[config.mk]
export PLATFORM = sky130hd
export DESIGN_NAME = power_rail_control
export DESIGN_NICKNAME = d
export VERILOG_FILES = /design/src/include/power_rail_pkg.sv /design/src/include/port_ctrl_if.sv /design/src/design/port_pins.sv /design/src/design/power_rail_control.sv
export SDC_FILE = /design/constraint.sdc
export NUM_CORES = 1
export LEC_CHECK = 0
export ABC_CLOCK_PERIOD_IN_PS = 2200
export BUFFER_PORTS_ARGS = -buffer_cell sky130_fd_sc_hd__buf_4
export CAP_MARGIN = 10
export CORE_UTILIZATION = 39
export CTS_CLUSTER_SIZE = 28
export DETAILED_ROUTE_END_ITERATION = 16
export HOLD_SLACK_MARGIN = 0.06
export PLACE_DENSITY = 0.82
export SLEW_MARGIN = 15
export SYNTH_ARGS = -nofsm -noshare
export SYNTH_HDL_FRONTEND = slang
export SYNTH_HIERARCHICAL = 1
export SYNTH_SLANG_ARGS = --single-unit
[constraint.sdc]
create_clock -name i_sys_clk -period 2.2 [get_ports i_sys_clk]
set_input_delay 0.44 -clock i_sys_clk [delete_from_list [all_inputs] [get_ports i_sys_clk]]
set_output_delay 0.44 -clock i_sys_clk [all_outputs]
set_load 0.01 [all_outputs]
[src/include/power_rail_pkg.sv]
package power_rail_pkg;
  // Rail indices for converter enables and shutdown selection
  localparam int RAIL_CORE    = 0;
  localparam int RAIL_MEM     = 1;
  localparam int RAIL_IO      = 2;
  localparam int RAIL_FIVE    = 3;
  localparam int RAIL_ADJ     = 4;
  localparam int RAIL_BOOST   = 5;
  localparam int NUM_RAILS    = 6;
  localparam int PORT_WIDTH   = 8;
  localparam int CODE_WIDTH   = 6;

  // Analog code figures, for reference by the bench
  localparam int ADJ_BASE_MV        = 3000;
  localparam int ADJ_STEP_UV        = 33300;
  localparam int BOOST_BASE_MV      = 12500;
  localparam int BOOST_STEP_MV      = 100;

  // Sequencing step time, in ns, and derived cycles at 10 MHz
  localparam int CLK_PERIOD_NS      = 100;
  localparam int SEQ_STEP_NS        = 1000;
  localparam int SEQ_STEP_CYC       = (SEQ_STEP_NS + CLK_PERIOD_NS - 1) / CLK_PERIOD_NS;
  localparam logic [3:0] SEQ_STEP_LAST = 4'(SEQ_STEP_CYC - 1);

  // Bus write address choices
  localparam logic [7:0] ADDR_PIN_HIGH = 8'hCE;
  localparam logic [7:0] ADDR_PIN_LOW  = 8'h8E;

  // Reset values
  localparam logic [CODE_WIDTH-1:0] ADJ_CODE_RST   = 6'h00;
  localparam logic [CODE_WIDTH-1:0] BOOST_CODE_RST = 6'h00;

  // Port pin modes
  typedef enum logic [2:0] {
    PIN_SCHMITT_IN,
    PIN_PULLUP_IN,
    PIN_OD_PULLUP,
    PIN_OD_HIZ,
    PIN_HIZ_OUT
  } pin_mode_t;

  typedef enum logic {
    BOOST_CURRENT,
    BOOST_VOLTAGE
  } boost_mode_t;

  typedef enum logic {
    GAIN_20,
    GAIN_40
  } amp_gain_t;
endpackage

[src/include/port_ctrl_if.sv]
interface port_ctrl_if;
  import power_rail_pkg::*;
  logic                  powered;
  pin_mode_t [7:0]       mode;
  logic      [7:0]       level;
  logic      [7:0]       pwm_en;
  logic      [7:0]       pwm_duty;
  logic      [7:0]       pin_in;
  logic      [7:0]       pin_out;
  logic      [7:0]       pin_oe;
  logic      [7:0]       pullup_en;
  modport ctrl (output powered, mode, level, pwm_en, pwm_duty, input pin_in,
                input pin_out, pin_oe, pullup_en);
  modport port (input powered, mode, level, pwm_en, pwm_duty, output pin_in,
                output pin_out, pin_oe, pullup_en);
endinterface

[src/design/port_pins.sv]
module port_pins
  import power_rail_pkg::*;
(
  input  wire logic       i_sys_clk,
  input  wire logic       i_arst_n,
  input  wire logic [7:0] i_pad,
  port_ctrl_if.port       bus
);
  logic [7:0] pwm_count;
  logic [7:0] next_pwm_count;
  logic [7:0] pad_in;
  logic [7:0] next_pad_in;

  always_comb
  begin
    next_pwm_count = pwm_count + 8'h01;
    next_pad_in    = i_pad;
  end

  always_ff @(posedge i_sys_clk or negedge i_arst_n)
  begin
    if (!i_arst_n)
    begin
      pwm_count <= 8'h00;
      pad_in    <= 8'h00;
    end
    else
    begin
      pwm_count <= next_pwm_count;
      pad_in    <= next_pad_in;
    end
  end

  assign bus.pin_in = pad_in;

  for (genvar g = 0; g < PORT_WIDTH; g++)
  begin : g_pin
    logic drive_low;
    // Open-drain pins only ever pull low; in PIN_OD_PULLUP a high level comes from the pull-up, in PIN_OD_HIZ the pin floats
    assign drive_low = bus.pwm_en[g] ? (pwm_count >= bus.pwm_duty) : !bus.level[g];
    always_comb
    begin
      bus.pin_out[g]   = 1'b0;
      bus.pin_oe[g]    = 1'b0;
      bus.pullup_en[g] = 1'b0;
      if (bus.powered)
      begin
        case (bus.mode[g])
          PIN_PULLUP_IN: bus.pullup_en[g] = 1'b1;
          PIN_OD_PULLUP:
          begin
            bus.pullup_en[g] = !drive_low;
            bus.pin_oe[g]    = drive_low;
          end
          PIN_OD_HIZ:    bus.pin_oe[g] = drive_low;
          default:       bus.pin_oe[g] = 1'b0;
        endcase
      end
    end
  end
endmodule // port_pins

[src/design/power_rail_control.sv]
// Behaviour
// - Emergency off drops selected running converters
// - Emergency off honoured only with rails regulated
// - Power request starts regulator then sequences rails
// - Request low turns regulator, rails, monitor and load switch off, standby
// - Adjustable rail set from 6-bit code
// - Boost is current regulator or voltage source
// - Voltage mode maps 6-bit boost code
// - Current monitor gain is 20 or 40
// - Eight port pins with PWM
// - Port pins default to Schmitt inputs
// - Five host-selectable pin configurations
// - Write address chosen by port pin zero
// - Address latched at port supply rise
// - Host enables adjustable, five-volt, boost, monitor
// - Load switch follows host command once running
// - Fault output signals host on faults
// - Fault output active low open drain
module power_rail_control
  import power_rail_pkg::*;
(
  // Clock and reset
  input  wire logic                  i_sys_clk,
  input  wire logic                  i_arst_n,
  // Power control inputs
  input  wire logic                  i_power_on_request,
  input  wire logic                  i_emergency_off_n,
  input  wire logic                  i_core_rail_sense,
  input  wire logic [2:0]            i_rail_in_regulation,
  input  wire logic                  i_port_supply_ok,
  input  wire logic [7:0]            i_fault_status,
  // Host settings
  input  wire logic                  i_adj_enable,
  input  wire logic                  i_five_enable,
  input  wire logic                  i_boost_enable,
  input  wire logic                  i_monitor_enable,
  input  wire logic                  i_load_switch_on,
  input  wire logic [NUM_RAILS-1:0]  i_shutdown_select,
  input  wire logic [CODE_WIDTH-1:0] i_adj_code,
  input  wire logic                  i_boost_voltage_mode,
  input  wire logic [CODE_WIDTH-1:0] i_boost_code,
  input  wire logic                  i_monitor_gain_40,
  input  wire logic [23:0]           i_port_mode,
  input  wire logic [7:0]            i_port_level,
  input  wire logic [7:0]            i_port_pwm_en,
  input  wire logic [7:0]            i_port_pwm_duty,
  // Port pins
  input  wire logic [7:0]            i_port_pad,
  output logic      [7:0]            o_port_pad_out,
  output logic      [7:0]            o_port_pad_oe,
  output logic      [7:0]            o_port_pullup_en,
  output logic      [7:0]            o_port_pin_in,
  // Rail and block controls
  output logic                       o_internal_regulator_out,
  output logic      [NUM_RAILS-1:0]  o_rail_on,
  output logic                       o_monitor_on,
  output logic                       o_load_switch,
  output logic      [CODE_WIDTH-1:0] o_adj_code,
  output logic      [CODE_WIDTH-1:0] o_boost_code,
  output boost_mode_t                o_boost_mode,
  output amp_gain_t                  o_monitor_gain,
  output logic      [7:0]            o_write_address,
  output logic                       o_address_valid,
  // Fault output, open drain
  output logic                       o_fault_n_out,
  output logic                       o_fault_n_oe
);
  typedef enum {
    ST_STANDBY,
    ST_REG_UP,
    ST_SEQ_1,
    ST_SEQ_2,
    ST_SEQ_3,
    ST_SEQ_4,
    ST_RUN
  } seq_state_t;

  seq_state_t           state;
  seq_state_t           next_state;
  logic [3:0]           step_count;
  logic [3:0]           next_step_count;
  logic                 core_used;
  logic                 next_core_used;
  logic [3:0]           default_on;
  logic [3:0]           next_default_on;
  logic [NUM_RAILS-1:0] tripped;
  logic [NUM_RAILS-1:0] next_tripped;
  logic                 addr_high;
  logic                 next_addr_high;
  logic                 addr_valid;
  logic                 next_addr_valid;
  logic                 supply_seen;
  logic                 next_supply_seen;
  logic [NUM_RAILS-1:0] rail_on;
  logic                 step_done;
  logic                 emergency_active;

  port_ctrl_if port_bus ();

  assign step_done = (step_count == SEQ_STEP_LAST);
  // Unregulated rails could make a sagging supply look like a false trip
  assign emergency_active = !i_emergency_off_n && (&i_rail_in_regulation);

  always_comb
  begin
    next_state      = state;
    next_step_count = step_done ? 4'h0 : step_count + 4'h1;
    next_core_used  = core_used;
    next_default_on = default_on;
    next_tripped    = tripped;
    case (state)
      ST_STANDBY:
      begin
        next_step_count = 4'h0;
        if (i_power_on_request)
          next_state = ST_REG_UP;
      end
      ST_REG_UP:
        if (step_done)
        begin
          next_core_used = !i_core_rail_sense;
          next_state     = ST_SEQ_1;
        end
      // Without the core rail its slot stays empty, so the other rails keep their times
      ST_SEQ_1:
        if (step_done)
        begin
          next_default_on[RAIL_CORE] = core_used;
          next_state                 = ST_SEQ_2;
        end
      ST_SEQ_2:
        if (step_done)
        begin
          next_default_on[RAIL_MEM] = 1'b1;
          next_state                = ST_SEQ_3;
        end
      ST_SEQ_3:
        if (step_done)
        begin
          next_default_on[RAIL_IO] = 1'b1;
          next_state               = ST_SEQ_4;
        end
      ST_SEQ_4:
        if (step_done)
        begin
          next_default_on[RAIL_FIVE] = 1'b1;
          next_state                 = ST_RUN;
        end
      ST_RUN:    next_step_count = 4'h0;
      default:   next_state = ST_STANDBY;
    endcase
    // Trips stay until the request is dropped
    if (emergency_active)
      next_tripped = tripped | (i_shutdown_select & rail_on);
    if (!i_power_on_request)
    begin
      next_state      = ST_STANDBY;
      next_step_count = 4'h0;
      next_default_on = 4'h0;
      next_tripped    = '0;
    end
  end

  always_ff @(posedge i_sys_clk or negedge i_arst_n)
  begin
    if (!i_arst_n)
    begin
      state      <= ST_STANDBY;
      step_count <= 4'h0;
      core_used  <= 1'b1;
      default_on <= 4'h0;
      tripped    <= '0;
    end
    else
    begin
      state      <= next_state;
      step_count <= next_step_count;
      core_used  <= next_core_used;
      default_on <= next_default_on;
      tripped    <= next_tripped;
    end
  end

  // Address strap is caught once per port supply rise
  always_comb
  begin
    next_supply_seen = i_port_supply_ok;
    next_addr_high   = addr_high;
    next_addr_valid  = addr_valid && i_port_supply_ok;
    if (i_port_supply_ok && !supply_seen)
    begin
      next_addr_high  = i_port_pad[0];
      next_addr_valid = 1'b1;
    end
  end

  always_ff @(posedge i_sys_clk or negedge i_arst_n)
  begin
    if (!i_arst_n)
    begin
      supply_seen <= 1'b0;
      addr_high   <= 1'b0;
      addr_valid  <= 1'b0;
    end
    else
    begin
      supply_seen <= next_supply_seen;
      addr_high   <= next_addr_high;
      addr_valid  <= next_addr_valid;
    end
  end

  always_comb
  begin
    rail_on             = '0;
    rail_on[3:0]        = default_on;
    rail_on[RAIL_FIVE]  = default_on[RAIL_FIVE] && i_five_enable;
    rail_on[RAIL_ADJ]   = (state == ST_RUN) && i_adj_enable;
    rail_on[RAIL_BOOST] = (state == ST_RUN) && i_boost_enable;
    rail_on             = rail_on & ~tripped;
  end

  assign o_rail_on                = rail_on;
  assign o_internal_regulator_out = (state != ST_STANDBY);
  assign o_monitor_on             = (state == ST_RUN) && i_monitor_enable;
  assign o_load_switch            = (state == ST_RUN) && i_load_switch_on;
  assign o_adj_code               = i_adj_code;
  assign o_boost_code             = i_boost_code;
  assign o_boost_mode   = i_boost_voltage_mode ? BOOST_VOLTAGE : BOOST_CURRENT;
  assign o_monitor_gain = i_monitor_gain_40 ? GAIN_40 : GAIN_20;
  assign o_write_address = addr_high ? ADDR_PIN_HIGH : ADDR_PIN_LOW;
  assign o_address_valid = addr_valid;
  assign o_fault_n_out   = 1'b0;
  assign o_fault_n_oe    = |i_fault_status;

  // Unknown mode codes fall back to the Schmitt input default
  for (genvar g = 0; g < PORT_WIDTH; g++)
  begin : g_mode
    assign port_bus.mode[g] = (i_port_mode[3*g +: 3] > 3'(PIN_HIZ_OUT)) ? PIN_SCHMITT_IN
                              : pin_mode_t'(i_port_mode[3*g +: 3]);
  end
  assign port_bus.powered  = i_port_supply_ok;
  assign port_bus.level    = i_port_level;
  assign port_bus.pwm_en   = i_port_pwm_en;
  assign port_bus.pwm_duty = i_port_pwm_duty;

  port_pins u_port_pins (
    .i_sys_clk (i_sys_clk),
    .i_arst_n  (i_arst_n),
    .i_pad     (i_port_pad),
    .bus       (port_bus.port)
  );

  assign o_port_pad_out   = port_bus.pin_out;
  assign o_port_pad_oe    = port_bus.pin_oe;
  assign o_port_pullup_en = port_bus.pullup_en;
  assign o_port_pin_in    = port_bus.pin_in;
endmodule // power_rail_control

**Word level (Yosys, flattened, before mapping)**

Index checks and enable logic that the tools add are counted.
Widths: inputs -> output; s select.

- Bits in registers: 66

- Bitwise gates (word level): 4
- Magnitude comparators: 9
- Eq/ne operators: 44
- Multiplexer cells: 71
- Reductions and logical operators: 46
- Add/subtract/negate cells: 2

Operators by type and width:

| cell | count |
|---|---|
| $pmux 32 s7 | 1 |
| $mux 32 | 6 |
| $eq 32x3->1 const B | 3 |
| $eq 32x2->1 const B | 2 |
| $eq 3x2->1 const B | 16 |
| $mux 1 | 41 |
| $eq 32x1->1 const B | 1 |
| $eq 32x4->1 const B | 1 |
| $logic_not 32->1 | 1 |
| $reduce_bool 32->1 | 1 |
| $eq 3x1->1 const B | 8 |
| $gt 3x3->1 const B | 8 |
| $mux 3 | 8 |
| $logic_not 1->1 | 19 |
| $reduce_or 2->1 | 9 |
| $mux 4 | 4 |
| $pmux 1 s2 | 8 |
| $ne 3x3->1 const B | 5 |
| $and 6x6->6 | 2 |
| $mux 6 | 2 |
| $ne 2x1->1 const B | 6 |
| $reduce_and 2->1 | 5 |
| $add 8x1->8 const B | 1 |
| $ge 8x8->1 | 1 |
| other kinds (10) | 17 |

**Logic depth before layout (Yosys ltp)**

Gate-level depths: netlist of the first run.

- Word-level depth: 7
- Gate-level depth with buffers: 8
- Mapped depth without buffers: 7

**Hierarchy**

The synthesis of the first run kept the hierarchy.

Modules (own cells, without submodules):

| module | cells an instance | times used | area each (sq um) | seq. area each (sq um) |
|---|---|---|---|---|
| power_rail_control | 150 | 1 | 1375.1 | 526.8 |
| port_pins | 131 | 1 | 1217.4 | 400.4 |

**Worst setup path after synthesis of the first run**

OpenSTA, ideal clock, no wires.

- Path type: input -> output
- From: input port i_port_pwm_duty[0]
- To: output port o_port_pullup_en[4]
- Slack: -0.260 ns
- Arrival time: 2.020 ns
- Stages on the path: 7
- Buffers on the path: 1
- Cells stage by stage: ha_1 > nand2b_4 > a2111oi_4 > o21ai_2 > buf_6 > a311o_1 > a21oi_1

- Cells in the longest elaborated chain, start to end: 5

RTL lines:

| element | line | RTL |
|---|---|---|
| from (decl) | power_rail_control.sv:46 | `input wire logic [7:0] i_port_pwm_duty,` |
| $ge 8x8->1 | port_pins.sv:40 | `assign drive_low = bus.pwm_en[g] ? (pwm_count >= bus.pwm_duty) : !bus.level[g];` |
| $mux 1 | port_pins.sv:40 |  |
| $logic_not 1->1 | port_pins.sv:52 | `bus.pullup_en[g] = !drive_low;` |
| $pmux 1 s2 | port_pins.sv:48 | `case (bus.mode[g])` |
| $mux 1 | port_pins.sv:46 | `if (bus.powered)` |
| to (decl) | power_rail_control.sv:51 | `output logic [7:0] o_port_pullup_en,` |

No other way between the ends.

**Final worst setup path of the first run**

- From: register u_port_pins.pwm_count[0]
- To: output port o_port_pullup_en[2]

- Cells in the longest elaborated chain, start to end: 5

RTL lines:

| element | line | RTL |
|---|---|---|
| from (decl) | port_pins.sv:9 | `logic [7:0] pwm_count;` |
| from (signal assigned) | port_pins.sv:29 | `pwm_count <= next_pwm_count;` |
| $ge 8x8->1 | port_pins.sv:40 |  |
| $mux 1 | port_pins.sv:40 |  |
| $logic_not 1->1 | port_pins.sv:52 |  |
| $pmux 1 s2 | port_pins.sv:48 |  |
| $mux 1 | port_pins.sv:46 |  |

No other way between the ends.

==> impl_results.md, run 1 <==
- Initial antenna violation count: 0
- H-tree depth: 2
- Num CTS Buffers: 5
- Final worst-path cycle share: 121.5%
- Cell Chain, Critical Path: inv_2 -> ha_4 -> nand2b_4 -> a2111oi_4 -> buf_4 -> o21ai_4 -> a311o_2 -> a21oi_2 -> buf_4
- Peak Freq: 374.2 MHz
- Main combinational cell family by area after synthesis: simple AND/OR/NAND/NOR gates
- Num ports: 164
- Post-synthesis adder-cell area fraction: 5.309%
- Diode count: 0
- Commonest non-fill, non-tap cell in the layout: buf_4
- GP Congestion: 0.7989
- Post-detail-place hpwl: 4998 um
- Finished Layout Cells: 470
- Synth Register Bits: 37
- Crit path kind: flop to primary output
- Syn avg cell area: 9.226 um^2
- Final min period: 2672 ps
- Post-synthesis mux area share: less than 1%
- Cell Pwr Density: approximately 430 nW/um^2
- Chip Height: approximately 84 um
- Crit-path max FO: 8
- Synth Area in XOR/XNOR: 2.365%
- Distinct cells, synth: 47
- Failing checks: setup timing
- Total GRT Usage: between 15 and 20%
- Clock buffer depth: 2
- Clock power share: 32.5%
- WP depth: 9
- Vias per cell: 5.034
- Logic pwr share: approximately 22%
- Final Core Density: 56.72%
- Maximum VDD drop: 326.7 uV
- Total congestion overflow: 0
- Asr flop ratio synth: between 90% and 100%
- Compound-Gate Fraction of Synth Area: 16.17%
- Slew Viols, Final: 0
- Pwr Total: between 1.5 and 2 mW
- Leak: 1.737 nW
- Hold Crit Class: primary input to asynchronous set/reset pin
- CP arrival: 2230 ps
- Final Hold Fails: 0
- Clock tree sinks: 37
- Synthesis-to-finish area growth: 39.72%
- Status: finished, violations left
- Post-CTS Hold Fix Bufs: 0
- Rows: 29
- Required @ worst endpoint: ~1800 ps
- Critical path buffers and inverters: 3
- Ys Warns: 6
- Clk_skew: 5.346 ps
- Mapped cell area: ~2600 um^2
- Die ar.: 6977 um^2
- Post-Synthesis Cells: 281
- Switching Power: 384.0 uW
- CTS tree: yes
- Number of synthesized flops with an enable pin: 0
- Final Worst Setup Slack: -472.0 ps
- Final #Nets: 501
- Int Pwr: 1.171 mW
- Pin count of the biggest net entering global routing: 38
- Global-route wire length before repair: just over 10,000 um
- # setup viols final: 16
- Initial core utilization: approximately two fifths
- Slowest stage delay, CP: 390 ps
- Final WL: 6170 um
- Startpoint types: flop
- Post-route antenna net violation count: 0
- Port Buffer Count: 119
- DR iter-0 viols: 71
- Clock Latency Late Sink: 280 ps
- DR DRC count: 0
- Vias in the first global route: 2,353
- Drt pass-1 iters: 4
- Routed len/inst: ~13 um
- Largest delay share family, worst path: compound AO/OA/AOI/OAI gates
- Commonest register cell after synthesis: dfrtp_1
- DP Cell Count: around 460
- Fraction of layout cells with a size suffix above 1: 39.95%
- Reg2reg path depth: 3
- Core Region: around 6400 um^2
- Synth Area in Simple Gates: roughly 27%
- Sequential fraction of the synthesis area: between 30% and 40%
- Root buf cell: clkbuf_8
- Maxcap violations: 0
- RSZ-0062 raised after global routing: true
- CP endpoint kind: primary output
- Critical Path Slowest Stage Cell: dfrtp_1
- DIE WIDTH: 83.53 um
- Sequential cell fraction of total power: between 40% and 50%
- Switch share: 24.70%
- Vias post-DR: about 2,400
- CP dominant cell by count: buf_4
- Most frequent cells in the layout: buf_4, dfrtp_1, nor2_1, nand2b_1, nor2b_1
- Worst-path clk slew: 70 ps
stage by stage:
stage                     cell area, um^2  setup TNS [ps]  worst slack (ps)  hold slack (ps)
final                                3622           -6380            -472.0            104.5
after floorplan                      2685          -52.28            -26.14            144.4
after detailed placement             3466           -5992            -426.5            426.6
after global routing                 3622           -8577            -616.2            131.3
after global placement               3466           -5184            -371.4            419.4
after CTS                            3622           -6766            -527.9            119.9
area by class of cell:
cell class	instances	area (um^2)
clock buffers	7	96.34
clock inverters	1	5.005
fillers	575	2764
inverters	11	41.29
multi-input cells	209	1483
flip-flops and latches	37	927.1
well taps	77	96.34
repair buffers	128	973.4
what timing repair did:
action	4_1_cts	5_1_grt
gates resized for setup	4	0
endpoints found under the setup margin	16	16
pin swaps	9	10
gates cloned	1	0
setup buffers	2	0
cells in the mapped netlist, types with 4 or more instances:
cell type  instances  share of area (%)
o21a_1             5                1.4
dfrtp_1           36                 35
ha_1              11                5.3
xnor2_1            4                1.4
a31oi_1           11                2.7
nand2b_1          27                6.5
nor3b_1           16                4.6
buf_4             32                9.3
nor2b_1           22                5.3
inv_1             11                1.6
a21oi_1           11                2.1
nand3_1            5               0.97
nor2_1            27                3.9
nand2_1            8                1.2
a311o_1            6                2.3
routing by layer:
metal	global-route usage, %	wire length, um	up-vias
met1	18.92	2327	1096
li1	-	-	1158
met5	0	0	-
met2	34.20	3294	98
met3	3.759	406	14
met4	6.163	142	0
power groups by stage:
stage	clock (mW)	sequential [mW]	combinational, mW
after floorplan	0	0.719	0.188
after global placement	0	0.718	0.324
after detailed placement	0	0.718	0.333
after CTS	0.520	0.705	0.346
after global routing	0.559	0.706	0.376
final	0.506	0.705	0.344
state kept, by name, summed over array words and instances, names as in the netlist:
name and count:
step_count 4, o_address_valid 1, default_on 4, u_port_pins/bus.pin_in 8, core_used 1, tripped 6
u_port_pins/pwm_count 8, state 3, supply_seen 1, addr_high 1
worst paths after layout:
check,endpoint,slack [ps],startpoint
setup / recovery,o_port_pullup_en[2],-470,u_port_pins/pwm_count[0]
hold / removal,u_port_pins/bus.pin_in[7],100,i_arst_n
setup reg to reg,step_count[3],760,step_count[0]
hold reg to reg,o_address_valid,450,supply_seen
max in group asynchronous,core_used,1760,i_arst_n
min in group i_sys_clk,u_port_pins/bus.pin_in[4],270,i_port_pad[4]
cells by family (layout without fill, tap and decap cells):
logic type	after synthesis	in the layout
compound gates	53	54
xor+xnor	7	7
fa+ha+maj	11	11
buf+inv	49	147
flops	37	37
mux	1	1
other cells	3	16
simple gates	120	120
No activity file was read; power rests on OpenSTA's default activity.
==> run 2, diff against run 1 <==
Settings changed: SKIP_CTS_REPAIR_TIMING set to 1.
==> run 2 against run 1 <==
Against the previous run:
- the flow still finishes with violations (setup timing)
- highest routed layer unchanged
- critical endpoint is now o_port_pullup_en[3]
- routed wire length fell by 0.36%
- largest cell class unchanged
- worst hold slack hardly changed
- final cell count decreased by 0.21%
- clock-buffer cell count unchanged
- first-iteration DRC count is 20% lower
- sequential share of layout area rose by 0.14 points
- sequential power is essentially flat
- critical path depth shrank 1
- via count decreased by 0.85%
- clock skew about the same
- critical path type unchanged
==> impl_results.md, run 2 (synthesized netlist as in run 1, its figures left out) <==
- Crit. Startpoint: u_port_pins/pwm_count[0] (unchanged)
- Startpoint types: flop (unchanged)
- Required @ worst endpoint: 1760 ps (about the same)
- Commonest non-fill, non-tap cell in the layout: buf_4 (unchanged)
- Most frequent cells in the layout: buf_4, dfrtp_1, nor2_1, nand2b_1, nor2b_1 (unchanged)
- Diode count: 0 (unchanged)
- Rows: 29 (unchanged)
- Leak: 1.733 nW (was 1.737 nW)
- Die ar.: 6977 um^2 (unchanged)
- Maximum VDD drop: 326.5 uV (was 326.7 uV)
- Initial antenna violation count: 0 (unchanged)
- Met1 WL: 2332 um (was 2327 um)
- Switch share: 24.69% (was 24.70%)
- Status: finished, violations left (unchanged)
- Maxcap violations: 0 (unchanged)
- Global-route wire length before repair: 9922 um (was 10,160 um)
- Num ports: 164 (unchanged)
- Drt pass-1 iters: 4 (unchanged)
- DR DRC count: 0 (unchanged)
- Routed len/inst: 13.11 um (was 13.13 um)
- Num CTS Buffers: 5 (unchanged)
- Pin count of the biggest net entering global routing: 38 (unchanged)
- Slew Viols, Final: 0 (unchanged)
- DP Cell Count: 459 (unchanged)
- Finished Layout Cells: 469 (was 470)
- Cell Area, Placed: 3466 um^2 (unchanged)
- Initial core utilization: 40.60% (unchanged)
- Clock Latency Late Sink: 280 ps (about the same)
- Switching Power: 382.9 uW (was 384.0 uW)
- Origin of the critical flop-to-flop path: step_count[0] (unchanged)
- Slowest stage delay, CP: 450 ps (was 390 ps)
- Failing checks: setup timing (unchanged)
- Port Buffer Count: 119 (unchanged)
- Root buf cell: clkbuf_8 (unchanged)
- Clock tree sinks: 37 (unchanged)
- Total congestion overflow: 0 (unchanged)
- Clock buffer depth: 2 (unchanged)
- Post-route antenna net violation count: 0 (unchanged)
- DIE WIDTH: 83.53 um (unchanged)
- Cell Pwr Density: 430.6 nW/um^2 (was 429.2 nW/um^2)
- Sequential cell fraction of total power: 45.5% (was 45.4%)
- CP arrival: 2310 ps (was 2230 ps)
- Final Worst Setup Slack: -553.7 ps (was -472.0 ps)
- DR iter-0 viols: 57 (was 71)
- Cell Chain, Critical Path: inv_2 -> ha_4 -> nand2b_4 -> a2111oi_4 -> o21ai_4 -> a311o_1 -> a21oi_1 -> buf_4 (was inv_2 -> ha_4 -> nand2b_4 -> a2111oi_4 -> buf_4 -> o21ai_4 -> a311o_2 -> a21oi_2 -> buf_4)
- Final Hold Fails: 0 (unchanged)
- # setup viols final: 16 (unchanged)
- Final #Nets: 500 (was 501)
- Final min period: 2754 ps (was 2672 ps)
- Synthesis-to-finish area growth: 38.95% (was 39.72%)
- Fraction of layout cells with a size suffix above 1: 39.54% (was 39.95%)
- Vias post-DR: 2,346 (was 2,366)
- Crit-path max FO: 8 (unchanged)
- Largest delay share family, worst path: compound AO/OA/AOI/OAI gates (unchanged)
- Chip Height: 83.53 um (unchanged)
- Vias in the first global route: 2,320 (was 2,353)
- Met3 routed WL: 394 um (was 406 um)
- Final worst-path cycle share: 125.2% (was 121.5%)
- Core Region: 6386 um^2 (unchanged)
- Int Pwr: 1.168 mW (was 1.171 mW)
- Fin area: 3602 um^2 (was 3622 um^2)
- H-tree depth: 2 (unchanged)
- Crit path kind: flop to primary output (unchanged)
- Hold Crit Class: primary input to asynchronous set/reset pin (unchanged)
- Vias per cell: 5.002 (was 5.034)
- Logic pwr share: 21.9% (was 22.1%)
- Worst-path clk slew: 70 ps (about the same)
- Top sig layer: met4 (unchanged)
- Critical Path Slowest Stage Cell: a2111oi_4 (was dfrtp_1)
- GP Congestion: 0.7989 (unchanged)
- Met2 wire len: 3279 um (was 3294 um)
- Clock power share: 32.6% (was 32.5%)
- CTS tree: yes (unchanged)
- Critical path buffers and inverters: 2 (was 3)
- CP endpoint kind: primary output (unchanged)
- RSZ-0062 raised after global routing: true (unchanged)
- Total GRT Usage: 17.25% (was 17.74%)
- Clk_skew: 5.182 ps (was 5.346 ps)
- Final WL: 6148 um (was 6170 um)
- Post-detail-place hpwl: 4998 um (unchanged)
- Peak Freq: 363.2 MHz (was 374.2 MHz)
[run 2: cell count changes in the layout (fill, tap and decap cells not counted), sizes merged]
cell and delta:
buf -1
[run 2: cell type report]
class | instances | area [um^2]
multi-input cells | 209 | 1470
inverters | 11 | 41.29
well taps | 77 | 96.34
clock buffers | 7 | 96.34
flip-flops and latches | 37 | 927.1
clock inverters | 1 | 5.005
fillers | 575 | 2784
repair buffers | 127 | 965.9
[run 2: worst paths after layout]
check,end,slack [ps],cells past startpoint
worst max register to register,step_count[3],760,3
worst max-delay path,o_port_pullup_en[3],-550,8
min in group i_sys_clk,u_port_pins/bus.pin_in[4],270,1
max in group asynchronous,core_used,1760,1
worst min register to register,u_port_pins/pwm_count[0],450,1
worst min-delay path,u_port_pins/bus.pin_in[7],100,1
[run 2: worst reg2reg max path, delay by kind of cell (launching register included)]
kind | cells | cell delay (ps)
AOI/OAI and AO/OA | 1 | 270
adders and majority gates | 1 | 280
DFF | 1 | 430
and+or+nand+nor | 1 | 360
[run 2: per-stage QoR]
| step | setup WS [ps] | hold slack, ps | power (mW) | TNS [ps] | utilization [%] |
|---|---|---|---|---|---|
| after floorplan | -26.14 | 144.4 | 0.9073 | -52.28 | - |
| after global placement | -371.4 | 419.4 | 1.041 | -5184 | 54.27 |
| after detailed placement | -426.5 | 426.6 | 1.051 | -5992 | 54.27 |
| after CTS | -590.6 | 119.9 | 1.558 | -8604 | 55.86 |
| after global routing | -659.9 | 131.3 | 1.638 | -9962 | 56.41 |
| final | -553.7 | 104.6 | 1.551 | -7975 | 56.41 |
[run 2: power by group through the flow]
stage | registers, mW | logic, mW | clock network, mW
4_1_cts | 0.705 | 0.333 | 0.520
6_report | 0.705 | 0.340 | 0.506
3_5_place_dp | 0.718 | 0.333 | 0
5_1_grt | 0.706 | 0.373 | 0.559
2_1_floorplan | 0.719 | 0.188 | 0
3_3_place_gp | 0.718 | 0.324 | 0
[run 2: layer usage]
layer / GRT usage [%] / vias to the layer above
met5: 0 / -
met4: 5.855 / 0
met3: 3.759 / 13
met2: 33.31 / 93
met1: 18.35 / 1087
li1: - / 1153
==> run 3, diff against run 2 <==
Settings changed: ABC_CLOCK_PERIOD_IN_PS 2200 to 3400, CORE_UTILIZATION 39 to 45, PLACE_DENSITY 0.82 to 0.89.
Clock period 2.2 ns to 3.4 ns, I/O delays scaled along.
==> run 3 against run 2 <==
Against the previous run:
- the flow now finishes without violations
- total power decreased by 39%
- sequential power decreased by 35%
- sequential cell count unchanged
- design area decreased by 4.4%
- utilization increased by 5.8 points
- clock power decreased by 43%
- clock skew decreased by 1.8 ps
- critical path depth unchanged
- largest cell class unchanged
- highest routed layer unchanged
==> impl_results.md, run 3 (synthesized netlist as in run 1, its figures left out) <==
- Global-route wire length before repair: 9321 um (was 9922 um)
- Final #Nets: 492 (was 500)
- Post-route antenna net violation count: 0 (unchanged)
- Peak Freq: 311.0 MHz
- Clock buffer depth: 2 (unchanged)
- Startpoint types: primary input (was flop)
- Fraction of layout cells with a size suffix above 1: 35.94% (was 39.54%)
- CP arrival: 2540 ps (was 2310 ps)
- Commonest non-fill, non-tap cell in the layout: buf_4 (unchanged)
- Synthesis-to-finish area growth: 32.87% (was 38.95%)
- Rows: 27 (was 29)
- Root buf cell: clkbuf_8 (unchanged)
- Maximum VDD drop: 158.1 uV (was 326.5 uV)
- Diode count: 0 (unchanged)
- Final Worst Setup Slack: 184.1 ps (was -553.7 ps)
- Total GRT Usage: 19.41% (was 17.25%)
- Core Region: 5540 um^2 (was 6386 um^2)
- Origin of the critical flop-to-flop path: step_count[0] (unchanged)
- Worst-path clk slew: 70 ps (about the same)
- Cell Pwr Density: 276.9 nW/um^2 (was 430.6 nW/um^2)
- # setup viols final: 0 (was 16)
- Routed len/inst: 12.48 um (was 13.11 um)
- GP Congestion: 0.7628 (was 0.7989)
- Post-detail-place hpwl: 4677 um (was 4998 um)
- RSZ-0062 raised after global routing: false (was true)
- Final Hold Fails: 0 (unchanged)
- Crit-path max FO: 16 (was 8)
- Setup TNS Final: 0 ps (was -7975 ps)
- Leak: 1.686 nW (was 1.733 nW)
- CTS tree: yes (unchanged)
- Num ports: 164 (unchanged)
- Maxcap violations: 0 (unchanged)
- Drt pass-1 iters: 6 (was 4)
- Hold Crit Class: primary input to asynchronous set/reset pin (unchanged)
- Crit. Startpoint: i_port_pwm_duty[0] (was u_port_pins/pwm_count[0])
- Port Buffer Count: 119 (unchanged)
- DR iter-0 viols: 57 (unchanged)
- Crit path kind: primary input to primary output (was flop to primary output)
- Slew Viols, Final: 0 (unchanged)
- Total congestion overflow: 0 (unchanged)
- Worst-Margin Slew: roughly 680 ps
- Clk_skew: 3.353 ps (was 5.182 ps)
- Vias post-DR: 2,320 (was 2,346)
- Required @ worst endpoint: 2720 ps (was 1760 ps)
- H-tree depth: 2 (unchanged)
- Status: finished, final reports clean (was finished, violations left)
- Final min period: 3216 ps
- Clock tree sinks: 37 (unchanged)
- DIE WIDTH: 77.90 um (was 83.53 um)
- Vias per cell: 5.088 (was 5.002)
- Chip Height: 77.90 um (was 83.53 um)
- DR DRC count: 0 (unchanged)
- Initial core utilization: 46.79% (was 40.60%)
- CP endpoint kind: primary output (unchanged)
- Dpl ws: 170.2 ps (was -426.5 ps)
- Slew HR: 54.83%
- Initial antenna violation count: 0 (unchanged)
- Final WL: 5693 um (was 6148 um)
- Clock Latency Late Sink: 290 ps (was 280 ps)
- Die ar.: 6068 um^2 (was 6977 um^2)
- Pin count of the biggest net entering global routing: 38 (unchanged)
- Num CTS Buffers: 5 (unchanged)
- Vias in the first global route: 2,174 (was 2,320)
- Final worst-path cycle share: 94.58%
- Most frequent cells in the layout: buf_4, dfrtp_1, nor2_1, nand2b_1, nor2b_1 (unchanged)
-- run 3: cell count changes in the layout (fill, tap and decap cells not counted), sizes merged --
cell and delta:
buf -7, clkbuf -2, clkinv +1, clkinvlp +1
o21ai -1
-- run 3: power breakdown --
| group | switching [mW] | total [mW] | internal, mW |
|---|---|---|---|
| Clock | 0.148 | 0.289 | 0.141 |
| Sequential | 0.00617 | 0.456 | 0.450 |
| Combinational | 0.0910 | 0.208 | 0.117 |
-- run 3: cell type report --
type | count | area [um^2]
fillers | 471 | 2096
multi-input cells | 208 | 1399
flip-flops and latches | 37 | 927.1
repair buffers | 120 | 900.9
well taps | 72 | 90.09
clock buffers | 5 | 68.82
inverters | 11 | 41.29
clock inverters | 3 | 17.52
-- run 3: path summary, 6_finish.rpt --
check / endpoint / slack (ps) / depth (start not counted)
setup / recovery: o_port_pullup_en[2] / 180 / 8
hold / removal: step_count[3] / 340 / 1
setup reg to reg: step_count[3] / 1930 / 3
hold reg to reg: o_address_valid / 460 / 1
max in group asynchronous: core_used / 2730 / 1
min in group i_sys_clk: o_address_valid / 460 / 1
-- run 3: critical path, cell delays in order --
cell	delay [ps]
buf_4	110
ha_1	280
nand2b_4	150
a2111oi_4	340
o21ai_2	260
a311o_2	420
a21oi_1	150
buf_4	140
-- run 3: per-layer routing --
layer  wire [um]  part of all wire [%]  global-route usage [%]  up-vias
li1            -                     -                       -     1133
met1        2192                    39                   21.44     1049
met2        2819                    50                   34.34      130
met3         594                    10                   6.588        8
met4          86                   1.5                   7.222        0
met5           0                     0                       0        -
-- run 3: through the flow --
stage	hold WS, ps	cells	power [mW]	instance area (um^2)	utilization [%]
finish	336.7	456	0.9537	3445	62.17
global route	366.4	456	1.015	3445	62.17
CTS	344.5	456	0.9672	3445	62.17
detailed placement	460.4	448	0.6738	3358	60.61
global placement	446.6	448	0.6692	3358	60.61
floorplan	384.4	294	0.5833	2641	-
